[src/pce_regs.svh]
// Register offsets, reset values and field positions of the pin change interrupt block
//
// Summary of operation
// - A flag cleared by software stays set if an enabled edge arrives then.
// - A pin change wakes the core from sleep when the master enable is set.
// - Edges seen during sleep are in the flags before the first instruction runs.
// - Eight-bit rising edge enable register, one bit per pin.
// - Eight-bit falling edge enable register, one bit per pin.
// - Flag sets on an enabled rising or falling edge, stays until cleared.
// - Flag reads zero until an enabled edge, or after software writes zero.
// - Detection and flags keep working while the master enable is clear.
// - Summary flag is the OR of all eight pin flags.
// - Both enables set means both directions are detected.
`ifndef PCE_REGS_SVH
`define PCE_REGS_SVH

`define PCE_ADDR_W        4
`define PCE_OFS_RISE      4'h0
`define PCE_OFS_FALL      4'h1
`define PCE_OFS_FLAGS     4'h2
`define PCE_OFS_CTRL      4'h3
`define PCE_OFS_IRQ_STAT  4'h4
`define PCE_OFS_IRQ_MASK  4'h5
`define PCE_RST_BYTE      8'h00
`define PCE_CTRL_MIE_BIT  0
`define PCE_CTRL_SUM_BIT  1

`endif

[src/pce_pkg.sv]
// Types shared by the pin change interrupt block
package pce_pkg;

  typedef struct packed {
    logic [3:0] addr;
    logic [7:0] wdata;
    logic       wr;
    logic       rd;
  } pce_bus_req_t;

endpackage

[src/pce_top.sv]
// Pin change edge detector with flags, summary interrupt and sleep wake
`timescale 1ns/10ps
`default_nettype none
`include "pce_regs.svh"

module pce_top
  import pce_pkg::*;
#(
  parameter int NPINS = 8
)
(
  input  wire logic             ref_clk,
  input  wire logic             rst_n,
  input  wire logic [NPINS-1:0] port_pin_n,
  input  wire logic [3:0]       reg_addr,
  input  wire logic [7:0]       reg_wdata,
  input  wire logic             reg_wr,
  input  wire logic             reg_rd,
  output logic      [7:0]       reg_rdata,
  output logic                  irq,
  output logic                  wake
);

  pce_bus_req_t req;
  assign req = '{addr: reg_addr, wdata: reg_wdata, wr: reg_wr, rd: reg_rd};

  ////////////////////////////////////////////////////////////////////////////
  // Pin synchroniser and edge detect
  logic [NPINS-1:0] sync1_r;
  logic [NPINS-1:0] sync2_r;
  logic [NPINS-1:0] prev_r;
  logic [NPINS-1:0] rise_ev;
  logic [NPINS-1:0] fall_ev;
  logic [NPINS-1:0] edge_ev;

  always_ff @(posedge ref_clk or negedge rst_n)
  begin
    if (!rst_n)
    begin
      sync1_r <= '0;
      sync2_r <= '0;
      prev_r  <= '0;
    end
    else
    begin
      sync1_r <= port_pin_n;
      sync2_r <= sync1_r;
      prev_r  <= sync2_r;
    end
  end

  ////////////////////////////////////////////////////////////////////////////
  // Registers
  logic [NPINS-1:0] rise_en_r;
  logic [NPINS-1:0] rise_en_nxt;
  logic [NPINS-1:0] fall_en_r;
  logic [NPINS-1:0] fall_en_nxt;
  logic [NPINS-1:0] flags_r;
  logic [NPINS-1:0] flags_nxt;
  logic             mie_r;
  logic             mie_nxt;
  logic [NPINS-1:0] istat_r;
  logic [NPINS-1:0] istat_nxt;
  logic [NPINS-1:0] imask_r;
  logic [NPINS-1:0] imask_nxt;
  logic [7:0]       rdata_nxt;
  logic             irq_nxt;
  logic             wake_nxt;
  logic             summary;

  genvar gi;
  generate
    for (gi = 0; gi < NPINS; gi++)
    begin : g_pin
      // Rising and falling enables are independent, both may be set
      assign rise_ev[gi] = rise_en_r[gi] & sync2_r[gi] & ~prev_r[gi];
      assign fall_ev[gi] = fall_en_r[gi] & ~sync2_r[gi] & prev_r[gi];
      assign edge_ev[gi] = rise_ev[gi] | fall_ev[gi];
    end
  endgenerate

  assign summary = |flags_r;

  always_comb
  begin
    rise_en_nxt = rise_en_r;
    fall_en_nxt = fall_en_r;
    flags_nxt   = flags_r;
    mie_nxt     = mie_r;
    istat_nxt   = istat_r;
    imask_nxt   = imask_r;
    rdata_nxt   = 8'h00;
    if (req.wr)
    begin
      if (req.addr == `PCE_OFS_RISE)
        rise_en_nxt = req.wdata[NPINS-1:0];
      else if (req.addr == `PCE_OFS_FALL)
        fall_en_nxt = req.wdata[NPINS-1:0];
      else if (req.addr == `PCE_OFS_FLAGS)
        flags_nxt = flags_r & req.wdata[NPINS-1:0];
      else if (req.addr == `PCE_OFS_CTRL)
        mie_nxt = req.wdata[`PCE_CTRL_MIE_BIT];
      else if (req.addr == `PCE_OFS_IRQ_MASK)
        imask_nxt = req.wdata[NPINS-1:0];
    end
    if (req.rd)
    begin
      if (req.addr == `PCE_OFS_RISE)
        rdata_nxt = 8'(rise_en_r);
      else if (req.addr == `PCE_OFS_FALL)
        rdata_nxt = 8'(fall_en_r);
      else if (req.addr == `PCE_OFS_FLAGS)
        rdata_nxt = 8'(flags_r);
      else if (req.addr == `PCE_OFS_CTRL)
      begin
        rdata_nxt[`PCE_CTRL_MIE_BIT] = mie_r;
        rdata_nxt[`PCE_CTRL_SUM_BIT] = summary;
      end
      else if (req.addr == `PCE_OFS_IRQ_STAT)
      begin
        rdata_nxt = 8'(istat_r);
        istat_nxt = '0;
      end
      else if (req.addr == `PCE_OFS_IRQ_MASK)
        rdata_nxt = 8'(imask_r);
    end
    // Edges win over a software clear; detection ignores the master enable
    flags_nxt = flags_nxt | edge_ev;
    istat_nxt = istat_nxt | edge_ev;
    irq_nxt   = mie_nxt & (|(istat_nxt & imask_nxt));
    // Wake runs without the core clock gated here, so sleep edges land in flags
    wake_nxt  = mie_nxt & (|flags_nxt);
  end

  always_ff @(posedge ref_clk or negedge rst_n)
  begin
    if (!rst_n)
    begin
      rise_en_r <= `PCE_RST_BYTE;
      fall_en_r <= `PCE_RST_BYTE;
      flags_r   <= `PCE_RST_BYTE;
      mie_r     <= 1'b0;
      istat_r   <= `PCE_RST_BYTE;
      imask_r   <= `PCE_RST_BYTE;
      reg_rdata <= 8'h00;
      irq       <= 1'b0;
      wake      <= 1'b0;
    end
    else
    begin
      rise_en_r <= rise_en_nxt;
      fall_en_r <= fall_en_nxt;
      flags_r   <= flags_nxt;
      mie_r     <= mie_nxt;
      istat_r   <= istat_nxt;
      imask_r   <= imask_nxt;
      reg_rdata <= rdata_nxt;
      irq       <= irq_nxt;
      wake      <= wake_nxt;
    end
  end

  ////////////////////////////////////////////////////////////////////////////
  // Checks
  chk_edge_sets_flag: assert property (@(posedge ref_clk) disable iff (!rst_n)
    (|edge_ev) |=> ((flags_r & $past(edge_ev)) == $past(edge_ev)))
    else $error("edge did not set flag");

  chk_rise_only: assert property (@(posedge ref_clk) disable iff (!rst_n)
    (sync2_r[0] && !prev_r[0] && rise_en_r[0]) |=> flags_r[0])
    else $error("rising edge missed");

  chk_fall_only: assert property (@(posedge ref_clk) disable iff (!rst_n)
    (!sync2_r[0] && prev_r[0] && fall_en_r[0]) |=> flags_r[0])
    else $error("falling edge missed");

  chk_no_spurious: assert property (@(posedge ref_clk) disable iff (!rst_n)
    (!flags_r[0] && !edge_ev[0]) |=> !flags_r[0])
    else $error("flag set without edge");

  chk_flag_clear: assert property (@(posedge ref_clk) disable iff (!rst_n)
    (req.wr && req.addr == `PCE_OFS_FLAGS && !req.wdata[0] && !edge_ev[0])
      |=> !flags_r[0])
    else $error("flag clear ignored");

  chk_flag_sticky: assert property (@(posedge ref_clk) disable iff (!rst_n)
    (flags_r[0] && !(req.wr && req.addr == `PCE_OFS_FLAGS)) |=> flags_r[0])
    else $error("flag dropped");

  chk_wake_gate: assert property (@(posedge ref_clk) disable iff (!rst_n)
    (mie_r && summary && !(req.wr && (req.addr == `PCE_OFS_FLAGS || req.addr == `PCE_OFS_CTRL)))
      |=> wake)
    else $error("wake missing");

  chk_no_wake_off: assert property (@(posedge ref_clk) disable iff (!rst_n)
    !mie_r |=> !wake || $past(mie_nxt))
    else $error("wake without enable");

  chk_both_dirs: assert property (@(posedge ref_clk) disable iff (!rst_n)
    (rise_en_r[1] && fall_en_r[1] && (sync2_r[1] != prev_r[1])) |=> flags_r[1])
    else $error("both-edge mode missed");

  chk_sync_path: assert property (@(posedge ref_clk) disable iff (!rst_n)
    ##1 prev_r == $past(sync2_r))
    else $error("edge sample chain broken");

  chk_summary_or: assert property (@(posedge ref_clk) disable iff (!rst_n)
    (req.rd && req.addr == `PCE_OFS_CTRL) |=> reg_rdata[`PCE_CTRL_SUM_BIT] == |$past(flags_r))
    else $error("summary flag wrong");

  ////////////////////////////////////////////////////////////////////////////
  // Collision, master enable and register path checks
  // Sticky and gating antecedents skip cycles where software rewrites the state under test; collision and write checks drive that write

  chk_clear_collide: assert property (@(posedge ref_clk) disable iff (!rst_n)
    (req.wr && req.addr == `PCE_OFS_FLAGS && edge_ev[0])
      |=> flags_r[0])
    else $error("edge lost under clear");

  chk_irq_masked: assert property (@(posedge ref_clk) disable iff (!rst_n)
    (!mie_r && !(req.wr && req.addr == `PCE_OFS_CTRL))
      |=> !irq)
    else $error("irq without master enable");

  chk_flag_no_mie: assert property (@(posedge ref_clk) disable iff (!rst_n)
    (!mie_r && edge_ev[2])
      |=> flags_r[2])
    else $error("flag lost with master enable off");

  chk_both_off: assert property (@(posedge ref_clk) disable iff (!rst_n)
    (!rise_en_r[0] && !fall_en_r[0])
      |-> !edge_ev[0])
    else $error("edge on disabled pin");

  chk_fall_off: assert property (@(posedge ref_clk) disable iff (!rst_n)
    !fall_en_r[3]
      |-> !fall_ev[3])
    else $error("falling edge while disabled");

  chk_rise_off: assert property (@(posedge ref_clk) disable iff (!rst_n)
    !rise_en_r[3]
      |-> !rise_ev[3])
    else $error("rising edge while disabled");

  chk_stat_clear_rd: assert property (@(posedge ref_clk) disable iff (!rst_n)
    (req.rd && req.addr == `PCE_OFS_IRQ_STAT && !edge_ev[0])
      |=> !istat_r[0])
    else $error("status not cleared by read");

  chk_stat_sticky: assert property (@(posedge ref_clk) disable iff (!rst_n)
    (istat_r[0] && !(req.rd && req.addr == `PCE_OFS_IRQ_STAT))
      |=> istat_r[0])
    else $error("status bit dropped");

  chk_rdata_idle: assert property (@(posedge ref_clk) disable iff (!rst_n)
    !req.rd
      |=> reg_rdata == 8'h00)
    else $error("read data outside read cycle");

  chk_rd_flags: assert property (@(posedge ref_clk) disable iff (!rst_n)
    (req.rd && req.addr == `PCE_OFS_FLAGS)
      |=> reg_rdata[NPINS-1:0] == $past(flags_r))
    else $error("flag read wrong");

  chk_flag_no_set_wr: assert property (@(posedge ref_clk) disable iff (!rst_n)
    (req.wr && req.addr == `PCE_OFS_FLAGS && !flags_r[1] && !edge_ev[1])
      |=> !flags_r[1])
    else $error("flag set by write");

  chk_wake_low: assert property (@(posedge ref_clk) disable iff (!rst_n)
    (!summary && !(|edge_ev))
      |=> !wake)
    else $error("wake without flag");

  chk_sleep_record: assert property (@(posedge ref_clk) disable iff (!rst_n)
    ((|edge_ev) && mie_r && !(req.wr && req.addr == `PCE_OFS_CTRL))
      |=> (wake && summary))
    else $error("wake before flag recorded");

  chk_rd_rise: assert property (@(posedge ref_clk) disable iff (!rst_n)
    (req.rd && req.addr == `PCE_OFS_RISE)
      |=> reg_rdata[NPINS-1:0] == $past(rise_en_r))
    else $error("rise enable read wrong");

  chk_rd_fall: assert property (@(posedge ref_clk) disable iff (!rst_n)
    (req.rd && req.addr == `PCE_OFS_FALL)
      |=> reg_rdata[NPINS-1:0] == $past(fall_en_r))
    else $error("fall enable read wrong");

  chk_wr_rise: assert property (@(posedge ref_clk) disable iff (!rst_n)
    (req.wr && req.addr == `PCE_OFS_RISE)
      |=> rise_en_r == $past(req.wdata[NPINS-1:0]))
    else $error("rise enable write lost");

  chk_wr_fall: assert property (@(posedge ref_clk) disable iff (!rst_n)
    (req.wr && req.addr == `PCE_OFS_FALL)
      |=> fall_en_r == $past(req.wdata[NPINS-1:0]))
    else $error("fall enable write lost");

  chk_both_fall: assert property (@(posedge ref_clk) disable iff (!rst_n)
    (rise_en_r[2] && fall_en_r[2] && !sync2_r[2] && prev_r[2])
      |=> flags_r[2])
    else $error("both-edge falling missed");

  chk_ctrl_mie: assert property (@(posedge ref_clk) disable iff (!rst_n)
    (req.wr && req.addr == `PCE_OFS_CTRL)
      |=> mie_r == $past(req.wdata[0]))
    else $error("master enable write lost");

endmodule
`default_nettype wire

[config.mk]
export PLATFORM = sky130hd
export DESIGN_NAME = pce_top
export DESIGN_NICKNAME = d
export VERILOG_FILES = /design/src/pce_pkg.sv /design/src/pce_top.sv
export VERILOG_INCLUDE_DIRS = /design/src
export SDC_FILE = /design/constraint.sdc
export NUM_CORES = 1
export LEC_CHECK = 0
export BUFFER_PORTS_ARGS = -buffer_cell sky130_fd_sc_hd__buf_2
export CORE_ASPECT_RATIO = 1.1
export CORE_UTILIZATION = 40
export CTS_CLUSTER_DIAMETER = 80
export CTS_CLUSTER_SIZE = 40
export DETAILED_ROUTE_END_ITERATION = 12
export GPL_ROUTABILITY_DRIVEN = 0
export PLACE_DENSITY = 0.54
export SLEW_MARGIN = 15
export SYNTH_ARGS = -nofsm -noshare
export SYNTH_HDL_FRONTEND = slang
export SYNTH_SLANG_ARGS = --single-unit
[constraint.sdc]
create_clock -name ref_clk -period 3 [get_ports ref_clk]
set_clock_uncertainty 0.05 [all_clocks]
set_input_delay 0.75 -clock ref_clk [delete_from_list [all_inputs] [get_ports ref_clk]]
set_output_delay 0.75 -clock ref_clk [all_outputs]
set_load 0.1 [all_outputs]
# ---- Word-level counts from Yosys, hierarchy flattened
# Cells that the tools add are included.
dict set report op_classes {
  n_eq_ne 5
  n_mux 29
  bitwise 63
  n_reduce_logical 6
}
# op count
set ops {}
lappend ops {{8-bit 2-to-1 mux} 22}
lappend ops {{1-bit bitwise AND} 34}
lappend ops {{8-bit OR reduction} 3}
lappend ops {{1-bit NOT} 17}
lappend ops {{8-bit bitwise AND} 2}
lappend ops {{8-bit OR} 2}
lappend ops {{4-bit by 2-bit equality test with 1-bit output, second input constant} 2}
lappend ops {{4-bit by 3-bit equality test with 1-bit output, second input constant} 2}
lappend ops {{1-bit OR} 8}
lappend ops {{6-bit 2-to-1 mux} 1}
lappend ops {{1-bit 2-to-1 mux} 5}
lappend ops {{4-bit by 1-bit equality test with 1-bit output, second input constant} 1}
lappend ops {{4-bit logical NOT} 1}
lappend ops {{3-bit AND reduction} 1}
lappend ops {{2-bit 2-to-1 mux} 1}
lappend ops {{2-bit AND reduction} 1}
dict set report totals {
  ff_bits 75
}

# ---- Logic depth before layout (Yosys ltp)
dict set report logic_depth {
  word_depth 11
  depth_mapped 7
}

# ---- Least setup slack after synthesis
# Ideal clock, no wire load.
dict set report synth_path {
  kind {input to register}
  start {input port reg_addr[1]}
  end {register irq}
  setup_ns 0.142
  t_arrival_ns 2.126
  t_required_ns 2.808
  path_slack_ns 0.682
  stages 6
  n_path_buf 1
  path_cell_list {buf_4 nor4b_4 nand2_1 a21o_1 a2111oi_2 a41oi_1}
}
dict set report synth_between {
  elab_chain_len 11
  elab_cells_between_ends 27
  cone_classes {5 x eq/ne; 17 x mux; 3 x bitwise; 2 x reduce/logical}
}
# element line
set synth_rtl {}
lappend synth_rtl {{start, declared} pce_top.sv:15} ;# input wire logic [3:0] reg_addr,
lappend synth_rtl {{4-bit by 3-bit equality test with 1-bit output (no source line)} --}
lappend synth_rtl {{8-bit 2-to-1 mux} pce_top.sv:119} ;# else if (req.addr == `PCE_OFS_IRQ_STAT)
lappend synth_rtl {{8-bit 2-to-1 mux} pce_top.sv:114} ;# else if (req.addr == `PCE_OFS_CTRL)
lappend synth_rtl {{8-bit 2-to-1 mux} pce_top.sv:112} ;# else if (req.addr == `PCE_OFS_FLAGS)
lappend synth_rtl {{8-bit 2-to-1 mux} pce_top.sv:110} ;# else if (req.addr == `PCE_OFS_FALL)
lappend synth_rtl {{8-bit 2-to-1 mux *} pce_top.sv:108} ;# if (req.addr == `PCE_OFS_RISE)
lappend synth_rtl {{8-bit 2-to-1 mux *} pce_top.sv:106} ;# if (req.rd)
lappend synth_rtl {{8-bit OR *} pce_top.sv:129} ;# istat_nxt = istat_nxt | edge_ev;
lappend synth_rtl {{via istat_nxt[7]} pce_top.sv:63} ;# logic [NPINS-1:0] istat_nxt;
lappend synth_rtl {{8-bit bitwise AND *} pce_top.sv:130} ;# irq_nxt = mie_nxt & (|(istat_nxt & imask_nxt));
lappend synth_rtl {{8-bit OR reduction *} pce_top.sv:130}
lappend synth_rtl {{1-bit bitwise AND *} pce_top.sv:130}
lappend synth_rtl {{via irq_nxt} pce_top.sv:67} ;# logic irq_nxt;
lappend synth_rtl {{end signal, assigned} pce_top.sv:158} ;# irq <= irq_nxt;
lappend synth_rtl {{end, declared} pce_top.sv:20} ;# output logic irq,
# The timed path passes the listed nets; every way through them passes the cells marked *.
# A chain may end at the register's enable or synchronous reset.

# ---- Worst setup path after layout
dict set report layout_path {
  start {input port reg_addr[0]}
  end {register irq}
}
# Same word-level chain as after synthesis.

==> flow_metrics.env <==
export IMPL_grt_start_max_net_pins=76
export IMPL_portBuffers=33
export IMPL_cts_resized=0
export IMPL_start_util=0.4221
export IMPL_worst_setup_path_end_kind="flop"
export IMPL_cts_buffers=9
export IMPL_synth_edf_count=0
export IMPL_fin_area_mm2=0.003501
export IMPL_clock_sinks=75
export IMPL_drt_pass1_iter_count=9
export IMPL_synth_seq_cells=75
export IMPL_period_minus_slack_ns=2.270
export IMPL_synth_async_sr_flop_share=1.000
export IMPL_nets=302
export IMPL_wl_mm=6.793
export IMPL_timing_rr_start="fall_en_r[0]"
export IMPL_p_leak_nw=1.507
export IMPL_p_sw_frac=0.2944
export IMPL_grt_pass1_vias=2112
export IMPL_clock_latency_ns=0.35
export IMPL_die_h_um=93.22
export IMPL_period_share=0.7568
export IMPL_ys_top_cells_by_area="dfrtp_1, mux2_2, a22oi_1"
export IMPL_vias=2081
export IMPL_antennaDiodeCount=0
export IMPL_yosys_top_cells_count="dfrtp_1, nand2_1, mux2_2"
export IMPL_die_w_um=84.92
export IMPL_power_switching_mw=0.7189
export IMPL_hold_class="flop to flop"
export IMPL_startpoint="reg_addr[0]"
export IMPL_via_per_inst=5.670
export IMPL_maxCapViolations=0
export IMPL_grt_ovfl_total=0
export IMPL_clockPowerShare=0.325
export IMPL_worstPathRequired_ns=3.16
export IMPL_grt_pass1_wl_mm=11.12
export IMPL_drive_gt1_frac=0.3014
export IMPL_cts_hold_buf=0
export IMPL_cts_root_buf="clkbuf_8"
export IMPL_finalMaxSlewViolations=0
export IMPL_status="finished, violations left"
export IMPL_p_int_mw=1.723
export IMPL_h_tree_depth=3
export IMPL_worstPathArrival_ns=2.43
export IMPL_fin_cells=367
export IMPL_avgSynthCellArea_um2=12.87
export IMPL_cts_setup_buffers=0
export IMPL_die_area_mm2=0.007916
export IMPL_violations="DRC"
export IMPL_syn_to_final_growth_pct=15.72
export IMPL_drt_iter0_markers=113
export IMPL_core_area_mm2=0.007167
export IMPL_worstRegToRegCells=5
export IMPL_ir_worst_vdd_uv=375.8
export IMPL_p_per_area_mw_per_mm2=697.4
export IMPL_syn_area_mm2=0.003025
export IMPL_grt_total_usage=0.1924
export IMPL_rsz0062_at_grt="no"
export IMPL_worstHoldStart="sync1_r[6]"
export IMPL_fin_tns_setup_ns=0
export IMPL_synth_top_area_frac=0.6203
export IMPL_rrSetupSlack_ns=1.44
export IMPL_pwr_share_seq=0.508
export IMPL_max_slew_worst_pin_slew_ns=0.9187
export IMPL_path_clk_slew_ns=0.07
export IMPL_postSynthCellCount=235
export IMPL_setup_viol=0
export IMPL_wl_per_cell_um=18.51
export IMPL_synth_area_leader_cell="dfrtp_1"
export IMPL_slew_limit_headroom=0.3876
export IMPL_synth_seq_area_share=0.6203
export IMPL_postRouteAntennaNets=0
export IMPL_synthDistinctLibCells=44
export IMPL_cts_buffer_depth=2
export IMPL_endpoint="irq"
export IMPL_cts_tree="built"
export IMPL_rows=32
export IMPL_hold_violations=0
export IMPL_max_freq_mhz=440.5
export IMPL_pin_count=34
export IMPL_synth_flop_cell="dfrtp_1"
export IMPL_cp_start_kind="input pin"
export IMPL_crit_type="input pin to flop"
export IMPL_cp_max_fo=12
export IMPL_yosysWarnings=0
export IMPL_fin_util=0.4885
export IMPL_postPlaceCellArea_mm2=0.003299
export IMPL_synth_nets=259
export IMPL_p_comb_frac=0.168
export IMPL_dp_cells=352
export IMPL_dpl_hpwl_mm=4.490
export IMPL_antenna_found_initial=0
export IMPL_hold_slack_ns=0.2993
export IMPL_drc=4
export IMPL_rr_endpoint="irq"
export IMPL_synth_most_common_cell="dfrtp_1"
-- power groups by stage --
stage | Combinational (mW) | Sequential [mW] | Clock, mW
after floorplan | 0.205 | 1.33 | 0
after detailed placement | 0.412 | 1.26 | 0
after global routing | 0.446 | 1.25 | 0.854
after CTS | 0.415 | 1.24 | 0.816
after global placement | 0.411 | 1.26 | 0
final | 0.410 | 1.24 | 0.792
-- layer usage --
| metal | wire (um) | track usage |
|---|---|---|
| met1 | 3123 | 0.2539 |
| met2 | 3101 | 0.2988 |
| met3 | 366 | 0.04501 |
| met4 | 201 | 0.09605 |
| met5 | 0 | 0 |
-- placed cells by master, fill, tap and decap left out, drive strengths merged, types with 2 or more instances in the layout --
cell type and instances:
dfrtp 75, buf 39, nand2 32, mux2 22
a22oi 15, nand3b 14, o21ai 12, a21o 11
clkbuf 11, a31oi 7, a21oi 4, nand3 3
inv 3, nor4b 3, nor4 3, o21a 2
nor2 2, clkinvlp 2, clkinv 2
-- sequential cells by signal, indices dropped and copies added, names as in the netlist --
signal,flops
irq,1
flags_r,8
sync1_r,8
rise_en_r,8
istat_r,8
wake,1
imask_r,8
fall_en_r,8
sync2_r,8
mie_r,1
prev_r,8
reg_rdata,8
-- logic make-up after synthesis --
family,Yosys count,synth area share
simple gates,66,0.1361
flops,75,0.6203
mux,23,0.08643
buf+inv,11,0.01985
compound gates,60,0.1373
-- critical path: stages --
cell	delay [ns]
buf_2	0.18
nor4b_4	0.51
nand2_1	0.25
a21o_1	0.26
a2111oi_2	0.33
a41oi_1	0.15
-- layout make-up --
cell class / instances / area (um2)
fillers: 651 / 3666
clock buffers: 11 / 151.4
inverters: 4 / 15.01
clock inverters: 4 / 50.05
multi-input cells: 149 / 1089
flip-flops and latches: 75 / 1877
well taps: 85 / 106.4
repair buffers: 39 / 212.7
-- per-stage QoR --
step           power (mW)  worst slack, ns
6_report            2.442           0.7297
5_1_grt             2.553           0.6133
4_1_cts             2.469           0.7845
3_5_place_dp        1.670           0.4183
3_3_place_gp        1.667           0.5030
2_1_floorplan       1.538           0.6825
-- worst min path at each step --
| stage | endpoint | depth (start not counted) |
|---|---|---|
| finish | sync2_r[6] | 0 |
| global route | sync2_r[5] | 0 |
| CTS | sync2_r[0] | 0 |
| detailed placement | sync2_r[1] | 0 |
| global placement | sync2_r[0] | 0 |
| floorplan | sync2_r[0] | 0 |
Note: power is estimated with default switching activity, not from simulation.
